## src/core/exp_trig_pkg.sv

```systemverilog
// constants, register map and types for the external trigger exposure controller
package exp_trig_pkg;

    // ==========================================================
    // register byte offsets
    localparam logic [7:0] OFS_CTRL = 8'h00;
    localparam logic [7:0] OFS_SHUTTER = 8'h04;
    localparam logic [7:0] OFS_CAPTURE = 8'h08;
    localparam logic [7:0] OFS_READOUT = 8'h0c;
    localparam logic [7:0] OFS_STATUS = 8'h10;

    // ==========================================================
    // field positions
    localparam int CTRL_ON_BIT = 0;
    localparam int CTRL_POL_BIT = 1;
    localparam int CTRL_MODE_BIT = 2;
    localparam int CTRL_SEL_LSB = 4;
    localparam int CAP_SINGLE_BIT = 0;
    localparam int CAP_REPEAT_BIT = 1;
    localparam int ST_EXPOSING_BIT = 0;
    localparam int ST_READING_BIT = 1;
    localparam int ST_SENDING_BIT = 2;
    localparam int ST_READY_BIT = 3;
    localparam int ST_COUNT_LSB = 16;

    // ==========================================================
    // widths and reset values
    localparam int CNT_W = 24;
    localparam int FRAME_W = 16;
    localparam int NPORT = 4;
    localparam logic [CNT_W-1:0] SHUTTER_RST = 24'h0003e8;
    localparam logic [CNT_W-1:0] READOUT_RST = 24'h0007d0;
    localparam logic [CNT_W-1:0] CNT_ONE = 24'h000001;
    localparam logic [1:0] SEL_RST = 2'h0;
    localparam logic POL_FALLING = 1'b0;
    localparam logic POL_RISING = 1'b1;
    localparam logic MODE_PROG = 1'b0;
    localparam logic MODE_LEVEL = 1'b1;

    // ==========================================================
    // types
    typedef struct packed {
        logic on;
        logic pol;
        logic mode;
        logic [1:0] sel;
    } trig_cfg_t;

    localparam trig_cfg_t CFG_RST = '{on: 1'b0, pol: POL_RISING, mode: MODE_PROG, sel: SEL_RST};

    typedef enum logic [2:0] {
        ST_IDLE = 3'b001,
        ST_PROG = 3'b010,
        ST_LEVEL = 3'b100
    } exp_state_t;

endpackage : exp_trig_pkg

```

## src/core/exp_trig_ctrl.sv

```systemverilog
// external trigger exposure controller with apb register slave
//
// The APB register port and the placing of the registers are this design's own decisions.
`timescale 1ns/1ps

module exp_trig_ctrl
    import exp_trig_pkg::*;
(
    input wire logic pclk,
    input wire logic presetn,
    input wire logic psel,
    input wire logic penable,
    input wire logic pwrite,
    input wire logic [7:0] paddr,
    input wire logic [31:0] pwdata,
    output logic [31:0] prdata,
    output logic pready,
    output logic pslverr,
    input wire logic [NPORT-1:0] ext_exposure_start_in,
    input wire logic image_sent,
    output logic exposure_active,
    output logic exposure_ready_out,
    output logic readout_start,
    output logic readout_busy
);

    // ==========================================================
    // helpers
    function automatic logic at_level(input logic pin, input logic pol);
        at_level = (pol == POL_RISING) ? pin : ~pin;
    endfunction : at_level

    function automatic logic hit(input logic [7:0] a, input logic [7:0] ofs);
        hit = (a == ofs);
    endfunction : hit

    // ==========================================================
    // declarations
    trig_cfg_t soft_cfg_r;
    trig_cfg_t act_cfg_r;
    logic [CNT_W-1:0] shutter_r;
    logic [CNT_W-1:0] readout_len_r;
    logic single_r;
    logic repeat_r;
    logic single_used_r;
    logic [NPORT-1:0] sync1_r;
    logic [NPORT-1:0] sync2_r;
    logic [NPORT-1:0] sync3_r;
    logic [NPORT-1:0] filt_r;
    logic [NPORT-1:0] prev_r;
    exp_state_t state_r;
    exp_state_t state_nxt;
    logic [CNT_W-1:0] exp_cnt_r;
    logic [CNT_W-1:0] rd_cnt_r;
    logic sending_r;
    logic [FRAME_W-1:0] frame_cnt_r;
    logic ready_r;
    logic pready_r;
    logic pslverr_r;
    logic [31:0] prdata_r;
    logic ro_start_r;
    logic expo_r;
    logic rd_busy_r;

    logic lvl_now;
    logic lvl_prev;
    logic act_edge;
    logic armed;
    logic start_w;
    logic min_done;
    logic end_w;
    logic wr_acc;
    logic rd_setup;
    logic mapped;
    logic ready_nxt;

    // ==========================================================
    // apb slave: one wait state, answer registered
    assign wr_acc = psel & penable & pwrite & pready_r;
    assign rd_setup = psel & penable & ~pready_r;
    assign mapped = hit(paddr, OFS_CTRL) | hit(paddr, OFS_SHUTTER) | hit(paddr, OFS_CAPTURE)
        | hit(paddr, OFS_READOUT) | hit(paddr, OFS_STATUS);

    always_ff @(posedge pclk or negedge presetn) begin
        if (!presetn) begin
            pready_r <= 1'b0;
            pslverr_r <= 1'b0;
        end else begin
            pready_r <= rd_setup;
            pslverr_r <= rd_setup & ~mapped;
        end
    end

    always_ff @(posedge pclk or negedge presetn) begin
        if (!presetn) begin
            prdata_r <= 32'h00000000;
        end else if (rd_setup) begin
            prdata_r <= 32'h00000000;
            case (paddr)
                OFS_CTRL: begin
                    prdata_r[CTRL_ON_BIT] <= soft_cfg_r.on;
                    prdata_r[CTRL_POL_BIT] <= soft_cfg_r.pol;
                    prdata_r[CTRL_MODE_BIT] <= soft_cfg_r.mode;
                    prdata_r[CTRL_SEL_LSB +: 2] <= soft_cfg_r.sel;
                end
                OFS_SHUTTER: prdata_r[CNT_W-1:0] <= shutter_r;
                OFS_CAPTURE: begin
                    prdata_r[CAP_SINGLE_BIT] <= single_r;
                    prdata_r[CAP_REPEAT_BIT] <= repeat_r;
                end
                OFS_READOUT: prdata_r[CNT_W-1:0] <= readout_len_r;
                OFS_STATUS: begin
                    prdata_r[ST_EXPOSING_BIT] <= expo_r;
                    prdata_r[ST_READING_BIT] <= rd_busy_r;
                    prdata_r[ST_SENDING_BIT] <= sending_r;
                    prdata_r[ST_READY_BIT] <= ready_r;
                    prdata_r[ST_COUNT_LSB +: FRAME_W] <= frame_cnt_r;
                end
                default: prdata_r <= 32'h00000000;
            endcase
        end
    end

    // ==========================================================
    // configuration registers
    always_ff @(posedge pclk or negedge presetn) begin
        if (!presetn) begin
            soft_cfg_r <= CFG_RST;
            shutter_r <= SHUTTER_RST;
            readout_len_r <= READOUT_RST;
        end else if (wr_acc && mapped && !pslverr_r) begin
            if (hit(paddr, OFS_CTRL)) begin
                soft_cfg_r.on <= pwdata[CTRL_ON_BIT];
                soft_cfg_r.pol <= pwdata[CTRL_POL_BIT];
                soft_cfg_r.mode <= pwdata[CTRL_MODE_BIT];
                soft_cfg_r.sel <= pwdata[CTRL_SEL_LSB +: 2];
            end
            if (hit(paddr, OFS_SHUTTER)) begin
                shutter_r <= pwdata[CNT_W-1:0];
            end
            if (hit(paddr, OFS_READOUT)) begin
                readout_len_r <= pwdata[CNT_W-1:0];
            end
        end
    end

    // shadow copy so an exposure in flight never sees a new mode or port
    always_ff @(posedge pclk or negedge presetn) begin
        if (!presetn) begin
            act_cfg_r <= CFG_RST;
        end else if (state_r == ST_IDLE && !start_w) begin
            act_cfg_r <= soft_cfg_r;
        end
    end

    // ==========================================================
    // capture arming; hardware clear loses to a software set
    always_ff @(posedge pclk or negedge presetn) begin
        if (!presetn) begin
            single_r <= 1'b0;
            repeat_r <= 1'b0;
        end else begin
            if (wr_acc && hit(paddr, OFS_CAPTURE) && pwdata[CAP_SINGLE_BIT]) begin
                single_r <= 1'b1;
            end else if (image_sent && single_used_r) begin
                single_r <= 1'b0;
            end
            if (wr_acc && hit(paddr, OFS_CAPTURE)) begin
                repeat_r <= pwdata[CAP_REPEAT_BIT];
            end
        end
    end

    always_ff @(posedge pclk or negedge presetn) begin
        if (!presetn) begin
            single_used_r <= 1'b0;
        end else if (start_w && single_r && !repeat_r) begin
            single_used_r <= 1'b1;
        end else if (image_sent || !single_r) begin
            single_used_r <= 1'b0;
        end
    end

    // ==========================================================
    // input synchroniser and filter: a level counts once stages 2 and 3 agree
    always_ff @(posedge pclk or negedge presetn) begin
        if (!presetn) begin
            sync1_r <= '0;
            sync2_r <= '0;
            sync3_r <= '0;
            filt_r <= '0;
            prev_r <= '0;
        end else begin
            sync1_r <= ext_exposure_start_in;
            sync2_r <= sync1_r;
            sync3_r <= sync2_r;
            for (int i = 0; i < NPORT; i++) begin
                if (sync2_r[i] == sync3_r[i]) begin
                    filt_r[i] <= sync3_r[i];
                end
            end
            prev_r <= filt_r;
        end
    end

    assign lvl_now = at_level(filt_r[act_cfg_r.sel], act_cfg_r.pol);
    assign lvl_prev = at_level(prev_r[act_cfg_r.sel], act_cfg_r.pol);
    assign act_edge = lvl_now & ~lvl_prev;
    assign armed = repeat_r | (single_r & ~single_used_r);
    // edges while not ready or disabled simply fall away
    assign start_w = act_cfg_r.on & ready_r & act_edge & armed & (state_r == ST_IDLE);
    assign min_done = (exp_cnt_r + CNT_ONE) >= shutter_r;

    // ==========================================================
    // exposure state machine
    always_comb begin
        state_nxt = state_r;
        end_w = 1'b0;
        case (state_r)
            ST_IDLE: begin
                if (start_w) begin
                    state_nxt = (act_cfg_r.mode == MODE_LEVEL) ? ST_LEVEL : ST_PROG;
                end
            end
            ST_PROG: begin
                if (min_done) begin
                    end_w = 1'b1;
                    state_nxt = ST_IDLE;
                end
            end
            ST_LEVEL: begin
                if (min_done && !lvl_now) begin
                    end_w = 1'b1;
                    state_nxt = ST_IDLE;
                end
            end
            default: state_nxt = ST_IDLE;
        endcase
    end

    always_ff @(posedge pclk or negedge presetn) begin
        if (!presetn) begin
            state_r <= ST_IDLE;
            exp_cnt_r <= '0;
            expo_r <= 1'b0;
            frame_cnt_r <= '0;
        end else begin
            state_r <= state_nxt;
            expo_r <= (state_nxt != ST_IDLE);
            if (start_w) begin
                exp_cnt_r <= '0;
                frame_cnt_r <= frame_cnt_r + 1'b1;
            end else if (state_r != ST_IDLE && !min_done) begin
                exp_cnt_r <= exp_cnt_r + CNT_ONE;
            end
        end
    end

    // ==========================================================
    // readout and transmission tracking; runs beside a new exposure
    always_ff @(posedge pclk or negedge presetn) begin
        if (!presetn) begin
            rd_cnt_r <= '0;
            rd_busy_r <= 1'b0;
            ro_start_r <= 1'b0;
            sending_r <= 1'b0;
        end else begin
            ro_start_r <= end_w;
            if (end_w) begin
                rd_cnt_r <= readout_len_r;
                rd_busy_r <= 1'b1;
            end else if (rd_busy_r) begin
                if (rd_cnt_r <= CNT_ONE) begin
                    rd_busy_r <= 1'b0;
                    rd_cnt_r <= '0;
                end else begin
                    rd_cnt_r <= rd_cnt_r - CNT_ONE;
                end
            end
            if (rd_busy_r && rd_cnt_r <= CNT_ONE) begin
                sending_r <= 1'b1;
            end else if (image_sent) begin
                sending_r <= 1'b0;
            end
        end
    end

    // ready only while idle and the next minimum exposure outlasts readout left
    assign ready_nxt = act_cfg_r.on && (state_nxt == ST_IDLE) && !end_w
        && (rd_cnt_r <= shutter_r);

    always_ff @(posedge pclk or negedge presetn) begin
        if (!presetn) begin
            ready_r <= 1'b0;
        end else begin
            ready_r <= ready_nxt;
        end
    end

    assign prdata = prdata_r;
    assign pready = pready_r;
    assign pslverr = pslverr_r;
    assign exposure_active = expo_r;
    assign exposure_ready_out = ready_r;
    assign readout_start = ro_start_r;
    assign readout_busy = rd_busy_r;
endmodule : exp_trig_ctrl

```

## config.mk

```make
export PLATFORM = sky130hd
export DESIGN_NAME = exp_trig_ctrl
export DESIGN_NICKNAME = d
export VERILOG_FILES = /design/src/core/exp_trig_pkg.sv /design/src/core/exp_trig_ctrl.sv
export SDC_FILE = /design/constraint.sdc
export NUM_CORES = 1
export LEC_CHECK = 0
export BUFFER_PORTS_ARGS = -buffer_cell sky130_fd_sc_hd__buf_4
export CAP_MARGIN = 20
export CORE_ASPECT_RATIO = 1.2
export CORE_MARGIN = 2
export CORE_UTILIZATION = 54
export DETAILED_ROUTE_END_ITERATION = 16
export PLACE_DENSITY = 0.78
export REMOVE_ABC_BUFFERS = 1
export SLEW_MARGIN = 20
export SYNTH_ARGS = -nofsm -noshare
export SYNTH_HDL_FRONTEND = slang
export SYNTH_SLANG_ARGS = --single-unit
```

## constraint.sdc

```tcl
create_clock -name pclk -period 4.25 [get_ports pclk]
set_input_delay 0.2125 -clock pclk [delete_from_list [all_inputs] [get_ports pclk]]
set_output_delay 0.2125 -clock pclk [all_outputs]
set_load 0.05 [all_outputs]
```

### Word-level counts from Yosys, hierarchy flattened

Index checks and enable logic that the tools add are counted.

| word-level totals | value |
|---|---|
| output and inout port bits | 38 |
| register bits after elaboration | 187 |
| logic and storage cells | 142 |
| bits of input ports | 50 |

| cells by class | value |
|---|---|
| bitwise logic cells | 22 |
| add/sub/neg operators | 3 |
| multiplexer cells | 35 |
| reduce and logical (&&, ||, !) cells | 31 |
| equality and inequality tests | 14 |
| magnitude comparators | 4 |

Operator list:

| kind | count |
|---|---|
| $mux 24 | 5 |
| $add 24x1->24 const B | 1 |
| $ge 24x24->1 | 1 |
| $le 24x1->1 const B | 1 |
| $le 24x24->1 | 1 |
| $pmux 8 s3 | 1 |
| $sub 24x1->24 const B | 1 |
| $pmux 10 s2 | 1 |
| $add 16x1->16 const B | 1 |
| $eq 8x4->1 const B | 2 |
| $mux 1 | 15 |
| $logic_and 1x1->1 | 14 |
| $mux 3 | 4 |
| $and 1x1->1 | 11 |
| $pmux 2 s5 | 1 |
| $reduce_bool 2->1 | 5 |
| $pmux 3 s3 | 1 |
| $eq 8x3->1 const B | 1 |
| $eq 8x5->1 const B | 1 |
| $logic_not 8->1 | 1 |
| $mux 8 | 1 |
| $logic_not 1->1 | 7 |
| $eq 3x1->1 const B | 2 |
| $ne 3x1->1 const B | 2 |
| 13 further kinds | 28 |

### Depth between registers and ports, before layout

Gate-level depths: netlist of run 1.

| depth | value |
|---|---|
| depth after elaboration | 15 |
| mapped depth | 15 |

### Least setup slack after synthesis of run 1

Ideal clock, no wire load.

| timing | value |
|---|---|
| kind | register -> register |
| start | register exp_cnt_r[0] |
| end | register rd_cnt_r[17] |
| path buffers | 2 |
| data required time | 4.125 ns |
| data arrival time | 3.916 ns |
| library setup time | 0.125 ns |
| slack | 0.210 ns |
| cell stages (with the launch flop) | 16 |
| cells stage by stage | dfrtp_1 ha_1 nand4_1 nor4_1 and3_1 clkbuf_1 and3_1 xor2_1 ha_1 nand4_1 nor4_1 nand4_1 o211ai_1 nand2_1 buf_2 mux2_2 |

| on the way | value |
|---|---|
| word-level cells in the longest chain between the ends | 6 |
| elaborated cells on any way between the ends | 8 |
| classes of those cells | 1 x add/sub; 1 x order compare; 4 x mux; 2 x reduce/logical |

RTL lines:

| item | RTL line | source |
|---|---|---|
| start, declared | exp_trig_ctrl.sv:53 | `logic [CNT_W-1:0] exp_cnt_r;` |
| start signal, assigned | exp_trig_ctrl.sv:254 | `exp_cnt_r <= exp_cnt_r + CNT_ONE;` |
| $add 24x1->24 (*) | exp_trig_ctrl.sv:212 | `assign min_done = (exp_cnt_r + CNT_ONE) >= shutter_r;` |
| $ge 24x24->1 (*) | exp_trig_ctrl.sv:212 |  |
| $logic_and 1x1->1 | exp_trig_ctrl.sv:232 | `if (min_done && !lvl_now) begin` |
| $mux 1 | exp_trig_ctrl.sv:232 |  |
| $pmux 1 s2 (*) | exp_trig_ctrl.sv:219 | `case (state_r)` |
| $mux 24 / $reduce_bool 2->1 (equally long branches) | n/a |  |
| end signal, assigned | exp_trig_ctrl.sv:270 | `rd_cnt_r <= readout_len_r;` |
| end signal, assigned | exp_trig_ctrl.sv:277 | `rd_cnt_r <= rd_cnt_r - CNT_ONE;` |
| end, declared | exp_trig_ctrl.sv:54 | `logic [CNT_W-1:0] rd_cnt_r;` |

Every way passes the cells marked *; elsewhere a longest branch is shown, timed or not.
A chain may end at the register's enable or synchronous reset.

### Worst setup path in the final report of run 1

| timing | value |
|---|---|
| start | register exp_cnt_r[0] |
| end | register rd_cnt_r[2] |

Same word-level chain as after synthesis.

==> results of run 1 <==
[kinds of logic (layout without fill, tap and decap cells)]
family	count (synthesis)	count (layout)	share of synthesized area, %
and+or+nand+nor	306	306	15.42
adders and majority gates	56	56	6.964
muxes	96	96	11.11
DFF	187	187	47.37
xor gates and xnor gates	38	38	3.356
buffers and inverters	82	179	3.305
AOI/OAI and AO/OA	179	179	12.48
[layout by cell type, fill, tap and decap left out, types with 6 or more instances in the layout]
cell	count
a21o_1	10
a21oi_1	22
a222oi_1	10
a22o_1	22
a22oi_1	13
a31oi_1	9
and2_1	6
and3_1	12
buf_4	101
clkbuf_16	17
dfrtp_1	172
dfstp_2	15
ha_1	51
inv_1	38
mux2_2	79
mux2i_1	13
nand2_1	98
nand3_1	39
nand4_1	19
nor2_1	48
nor2b_1	6
nor3_1	27
nor4_1	14
o211ai_1	12
o21ai_0	48
xnor2_1	20
xor2_1	18
[state kept, by name, indices dropped and copies added, names as in the netlist, 5 cells and up]
register,count
readout_len_r,24
exp_cnt_r,24
soft_cfg_r,5
rd_cnt_r,24
prdata,32
act_cfg_r,5
shutter_r,24
frame_cnt_r,16
[timing repair]
item                                    in CTS  in global routing
hold buffers                                 5                  0
endpoints found under the setup margin       0                 46
buffers inserted                             0                  1
gates resized for setup                      0                  3
endpoints found under the hold margin      104                  0
[power by group]
group	total [mW]	internal, mW	switching (mW)
sequential	1.81	1.80	0.00975
clock	1.69	0.959	0.729
combinational	0.139	0.0525	0.0868
total	3.63	2.81	0.825
[metrics by stage]
step,cells,instance area (µm²)
2_1_floorplan,901,9737
3_3_place_gp,1227,10810
3_5_place_dp,1227,10810
4_1_cts,1264,11470
5_1_grt,1265,11500
6_report,1265,11500
[cells in the mapped netlist, drive strengths merged, types with 3 or more instances]
master	n
a21oi	22
and4	5
a21o	10
ha	52
mux2i	13
o211ai	12
dfrtp	172
mux2	80
o21ai	48
or3	3
nand3b	3
a211oi	3
maj3	4
nand4	19
clkbuf	30
nor3b	5
a31oi	9
nor2	48
o22ai	5
dfstp	15
buf	13
nor2b	6
a22oi	13
nor3	28
xor2	18
inv	39
or4	4
and3	12
xnor2	20
a222oi	10
nand3	40
o31ai	4
nand2b	5
and2	8
nand2	98
mux4	3
a22o	22
nor4	17
a211o	3
o2111ai	3
[worst reg2reg max path, cell delays in order (launching register included)]
cell and delay (ns):
dfrtp_1 0.45, ha_2 0.29, nand4_1 0.13, nor4_1 0.28
buf_4 0.18, and3_1 0.16, and3_1 0.19, xor2_1 0.19
ha_1 0.26, nand4_1 0.19, nor2_1 0.08, a22oi_1 0.34
o211ai_1 0.16, buf_4 0.18, nand2_1 0.10, buf_12 0.21
mux2_2 0.38
[metal layers]
layer  vias up  share of wire (%)  GRT usage, %
li1       3635                  -             -
met1      3870                 42         33.58
met2       225                 51         43.14
met3        63                3.9         4.143
met4         0                3.7         10.99
met5         -                  0             0
[cell type report]
cell class              count  area, µm²  area share, %
inverters                  39      146.4          1.273
repair buffers            108      842.1          7.324
clock buffers              19      442.9          3.852
flip-flops and latches    187       4698          40.86
well taps                 224      280.3          2.438
clock inverters            13      175.2          1.524
multi-input cells         675       4912          42.72
[path summary, 6_finish.rpt]
path                                          start                         to  slack [ns]
max                        exp_cnt_r[0]$_DFFE_PN0P_    rd_cnt_r[2]$_DFFE_PN0P_        0.38
min                                       pwdata[7]   shutter_r[7]$_DFFE_PN1P_       0.006
max reg2reg                exp_cnt_r[0]$_DFFE_PN0P_    rd_cnt_r[2]$_DFFE_PN0P_        0.38
min reg2reg                    sync1_r[0]$_DFF_PN0_       sync2_r[0]$_DFF_PN0_        0.35
max in group asynchronous                   presetn  soft_cfg_r[3]$_DFFE_PN1P_        2.70
min in group asynchronous                   presetn       sync1_r[0]$_DFF_PN0_        0.48
==> results.cfg, run 1 <==
[drt]
ant_nets = 0
vias = 7793
wl_um = 24410
avgRoutedWirePerCell_um = 19.29
first_iter_violations = 597
drc = 0
drt_first_pass_iters = 4
vias_per_cell = 6.160

[final_layout]
fin_nets = 1130
diodes = 0
final_layout_size_suffix_gt1_share_pct = 23.25
syn2layout_area_growth_pct = 15.92
final_util_pct = 63.50
fill_cells = 1473

[critical_path]
cp.required_ns = 4.57
cp_max_fo = 26
path_buf_inv = 3
cp-start-kind = flip-flop
path_cells = ha_2 > nand4_1 > nor4_1 > buf_4 > and3_1 > and3_1 > xor2_1 > ha_1 > nand4_1 > nor2_1 > a22oi_1 > o211ai_1 > buf_4 > nand2_1 > buf_12 > mux2_2
crit_slowest_cell = dfrtp_1
crit_type = flip-flop to flip-flop
cp.depth = 16
max_stage_delay_ns = 0.45
reg2regPathDepth = 16
cp_top_family = simple AND/OR/NAND/NOR gates
arrival_ns = 4.19
worstSetupEndpointType = flip-flop

[grt]
grt_usage_pct = 25.90
antenna_found_initial = 0
first_global_vias = 7897
grt_max_degree = 115
overflow = 0
grt_pass1_wl_um = 40050

[clock_network]
clk_pin_slew_ns = 0.07
cts_sinks = 187
cts_htree_levels = 4
cts-root-buf = clkbuf_16
cts_tree = built
clkLatencyLatePin_ns = 0.43
cts_buffer_depth = 2
cts_buffers = 17

[floorplan]
die_w_um = 127.7
fp-row-count = 54
dieArea_mm2 = 0.01947
fp.dieH_um = 152.5
ioPinCount = 88
start_util_pct = 54.77
design.core.area_mm2 = 0.01811

[logic_synthesis]
synth_edf_count = 0
yosys_warnings = 0
ys_ff_latch = 187
ys_top_cells_by_area = dfrtp_1, mux2_2, ha_1, dfstp_2, nand2_1
synth_top_area_cell = dfrtp_1
syn_area_mm2 = 0.009918
avgSynthCellArea_um2 = 10.51
syn_inst = 944
ys_types = 66
ys_seq_area_share_pct = 47.37
ys.flop_type = dfrtp_1
async_flop_share_pct = 100.0
yosysTopAreaCellShare_pct = 43.40

[job]
max_cap_violations = 0

[sta]
rsz0062_at_grt = false
tns_ns = 0
slew_headroom_pct = 38.75
finalHoldViolations = 0
fin_ws_ns = 0.3810
timing.fmax_ghz = 0.2585
min_period_ns = 3.869
max_slew.worst_pin.slew_ns = 0.9188
fin_skew_ns = 0.01106
hold_ws_ns = 0.006433
drv_slew = 0
finalCritPeriodShare_pct = 91.03
setup_viol = 0

[place]
dp_hpwl_um = 17070
place_ws_ns = 0.1848
routabilityCongestion = 0.9136
portBuffers = 79

[power]
vdd_drop_max_v = 0.0003087
total_power_mw = 3.633
p_leak_nw = 5.580
p_per_area_mw_per_mm2 = 316.0

[worst_hold_path]
hold_depth = 2
hold_path.class = input pin to flip-flop

[run_status]
status = completed
(Power assumes the default switching activity.)
==> run 2: changes to the inputs <==
--- a/config.mk
+++ b/config.mk
@@ -7,9 +7,11 @@
 export LEC_CHECK = 0
 export BUFFER_PORTS_ARGS = -buffer_cell sky130_fd_sc_hd__buf_4
 export CAP_MARGIN = 20
+export CELL_PAD_IN_SITES_DETAIL_PLACEMENT = 1
+export CELL_PAD_IN_SITES_GLOBAL_PLACEMENT = 1
 export CORE_ASPECT_RATIO = 1.2
 export CORE_MARGIN = 2
-export CORE_UTILIZATION = 54
+export CORE_UTILIZATION = 43
 export DETAILED_ROUTE_END_ITERATION = 16
 export PLACE_DENSITY = 0.78
 export REMOVE_ABC_BUFFERS = 1
==> results.cfg, run 2 (same netlist as run 1, synthesis figures left out) <==
[clock_network]
cts_buffer_depth = 2
clk_pin_slew_ns = 0.08
cts_tree = built
cts-root-buf = clkbuf_16
cts_sinks = 187
clkLatencyLatePin_ns = 0.45
cts_buffers = 17
cts_htree_levels = 4

[grt]
antenna_found_initial = 0
grt_max_degree = 104
grt_pass1_wl_um = 45910
grt_usage_pct = 24.34
first_global_vias = 8373
overflow = 0

[worst_hold_path]
min_to = shutter_r[11]$_DFFE_PN0P_
hold_path.class = input pin to flip-flop
hp-start = pwdata[11]
hold_depth = 2

[floorplan]
ioPinCount = 88
dieArea_mm2 = 0.02430
start_util_pct = 44.04
fp.dieH_um = 170.4
fp-row-count = 60
design.core.area_mm2 = 0.02252
die_w_um = 142.6

[drt]
vias_per_cell = 5.906
first_iter_violations = 474
wl_um = 28440
avgRoutedWirePerCell_um = 21.32
drc = 0
vias = 7878
drt_first_pass_iters = 5
ant_nets = 0

[final_layout]
largest_reg_flops = 32
syn2layout_area_growth_pct = 18.52
stdcell_count = 1334
most-common-layout-cells = dfrtp_1, buf_4, nand2_1
diodes = 0
design_area_mm2 = 0.01176
final_common_cell = dfrtp_1
final_layout_size_suffix_gt1_share_pct = 23.13
fin_nets = 1144
final_util_pct = 52.19

[critical_path]
cp-start-kind = flip-flop
arrival_ns = 4.27
reg2regPathDepth = 16
r2r_slack_ns = 0.31
crit_type = flip-flop to flip-flop
r2r_start = exp_cnt_r[0]$_DFFE_PN0P_
cp.required_ns = 4.58
cp_max_fo = 23
worstSetupEndpointType = flip-flop
rr_endpoint = rd_cnt_r[22]$_DFFE_PN0P_

[run_status]
status = completed

[sta]
rsz0062_at_grt = false
max_slew.worst_pin.slew_ns = 0.8927
fin_ws_ns = 0.3110
timing.fmax_ghz = 0.2539
tns_ns = 0
fin_skew_ns = 0.01428
drv_slew = 0
setup_viol = 0
finalHoldViolations = 0
finalCritPeriodShare_pct = 92.68
slew_headroom_pct = 40.27
min_period_ns = 3.939

[power]
vdd_drop_max_v = 0.0002866
p_per_area_mw_per_mm2 = 316.1
p_leak_nw = 5.656

[place]
portBuffers = 79
dp_hpwl_um = 19910
place_ws_ns = 0.2109
dp_cells = 1283
routabilityCongestion = 0.8774
place_area_mm2 = 0.01090

[job]
max_cap_violations = 0
run 2: cell types whose count changed in the layout (fill, tap and decap cells not counted), moves of 2 or more:
| cell | change |
|---|---|
| bufinv_16 | -3 |
| dlygate4sd3_1 | +12 |
| clkinv_2 | -2 |
| inv_12 | +5 |
| inv_6 | -4 |
| inv_16 | +3 |
| clkinv_8 | +4 |
run 2: stage by stage:
step	total power [mW]	hold WS, ns
6_report	3.716	0.01511
5_1_grt	3.845	0.003108
4_1_cts	3.750	0.001475
3_5_place_dp	1.980	0.3229
3_3_place_gp	1.975	0.3218
2_1_floorplan	1.873	-0.08309
run 2: critical path, stage by stage, from the launching register on:
cell and delay (ns):
dfrtp_1 0.46, ha_1 0.21, nand4_1 0.16, nor4_1 0.30, buf_4 0.18, and3_1 0.18
buf_4 0.14, xor2_1 0.08, ha_1 0.31, nand4_1 0.17, nor4_2 0.35, nand4_1 0.26
o211ai_1 0.36, nand2_1 0.09, buf_4 0.26, buf_4 0.20, mux2i_1 0.11
run 2: final cells by class:
cell class	instances	area [µm²]
Multi-Input combinational cell	675	4908
Clock inverter	15	237.7
Tap cell	279	349.1
Clock buffer	17	425.4
Fill cell	2459	10770
Sequential cell	187	4698
Timing Repair Buffer	122	989.7
Inverter	39	146.4
run 2: worst max path at each step:
stage / depth (start not counted) / to / startpoint
final: 16 / rd_cnt_r[22]$_DFFE_PN0P_ / exp_cnt_r[0]$_DFFE_PN0P_
after global routing: 14 / rd_cnt_r[20]$_DFFE_PN0P_ / exp_cnt_r[7]$_DFFE_PN0P_
after detailed placement: 16 / rd_cnt_r[22]$_DFFE_PN0P_ / exp_cnt_r[0]$_DFFE_PN0P_
after CTS: 16 / rd_cnt_r[22]$_DFFE_PN0P_ / exp_cnt_r[0]$_DFFE_PN0P_
after global placement: 16 / rd_cnt_r[16]$_DFFE_PN0P_ / exp_cnt_r[0]$_DFFE_PN0P_
after floorplan: 13 / rd_cnt_r[0]$_DFFE_PN0P_ / exp_cnt_r[0]$_DFFE_PN0P_
run 2: where the power goes:
group | internal, mW | switching, mW
logic | 0.0607 | 0.0910
clock network | 0.850 | 0.910
registers | 1.79 | 0.00973
total | 2.71 | 1.01
run 2: routing by layer:
layer / vias up / track usage (%) / part of all wire (%)
met2: 165 / 43.54 / 52
li1: 3649 / - / -
met4: 0 / 9.514 / 3.2
met3: 54 / 3.376 / 2.8
met5: - / 0 / 0
met1: 4010 / 29.53 / 42
run 2: what timing repair did:
action / CTS / global route
setup endpoints to repair: 0 / 39
resized for setup: 0 / 2
endpoints found under the hold margin: 113 / 0
buffers inserted: 0 / 2
hold buffers: 17 / 0
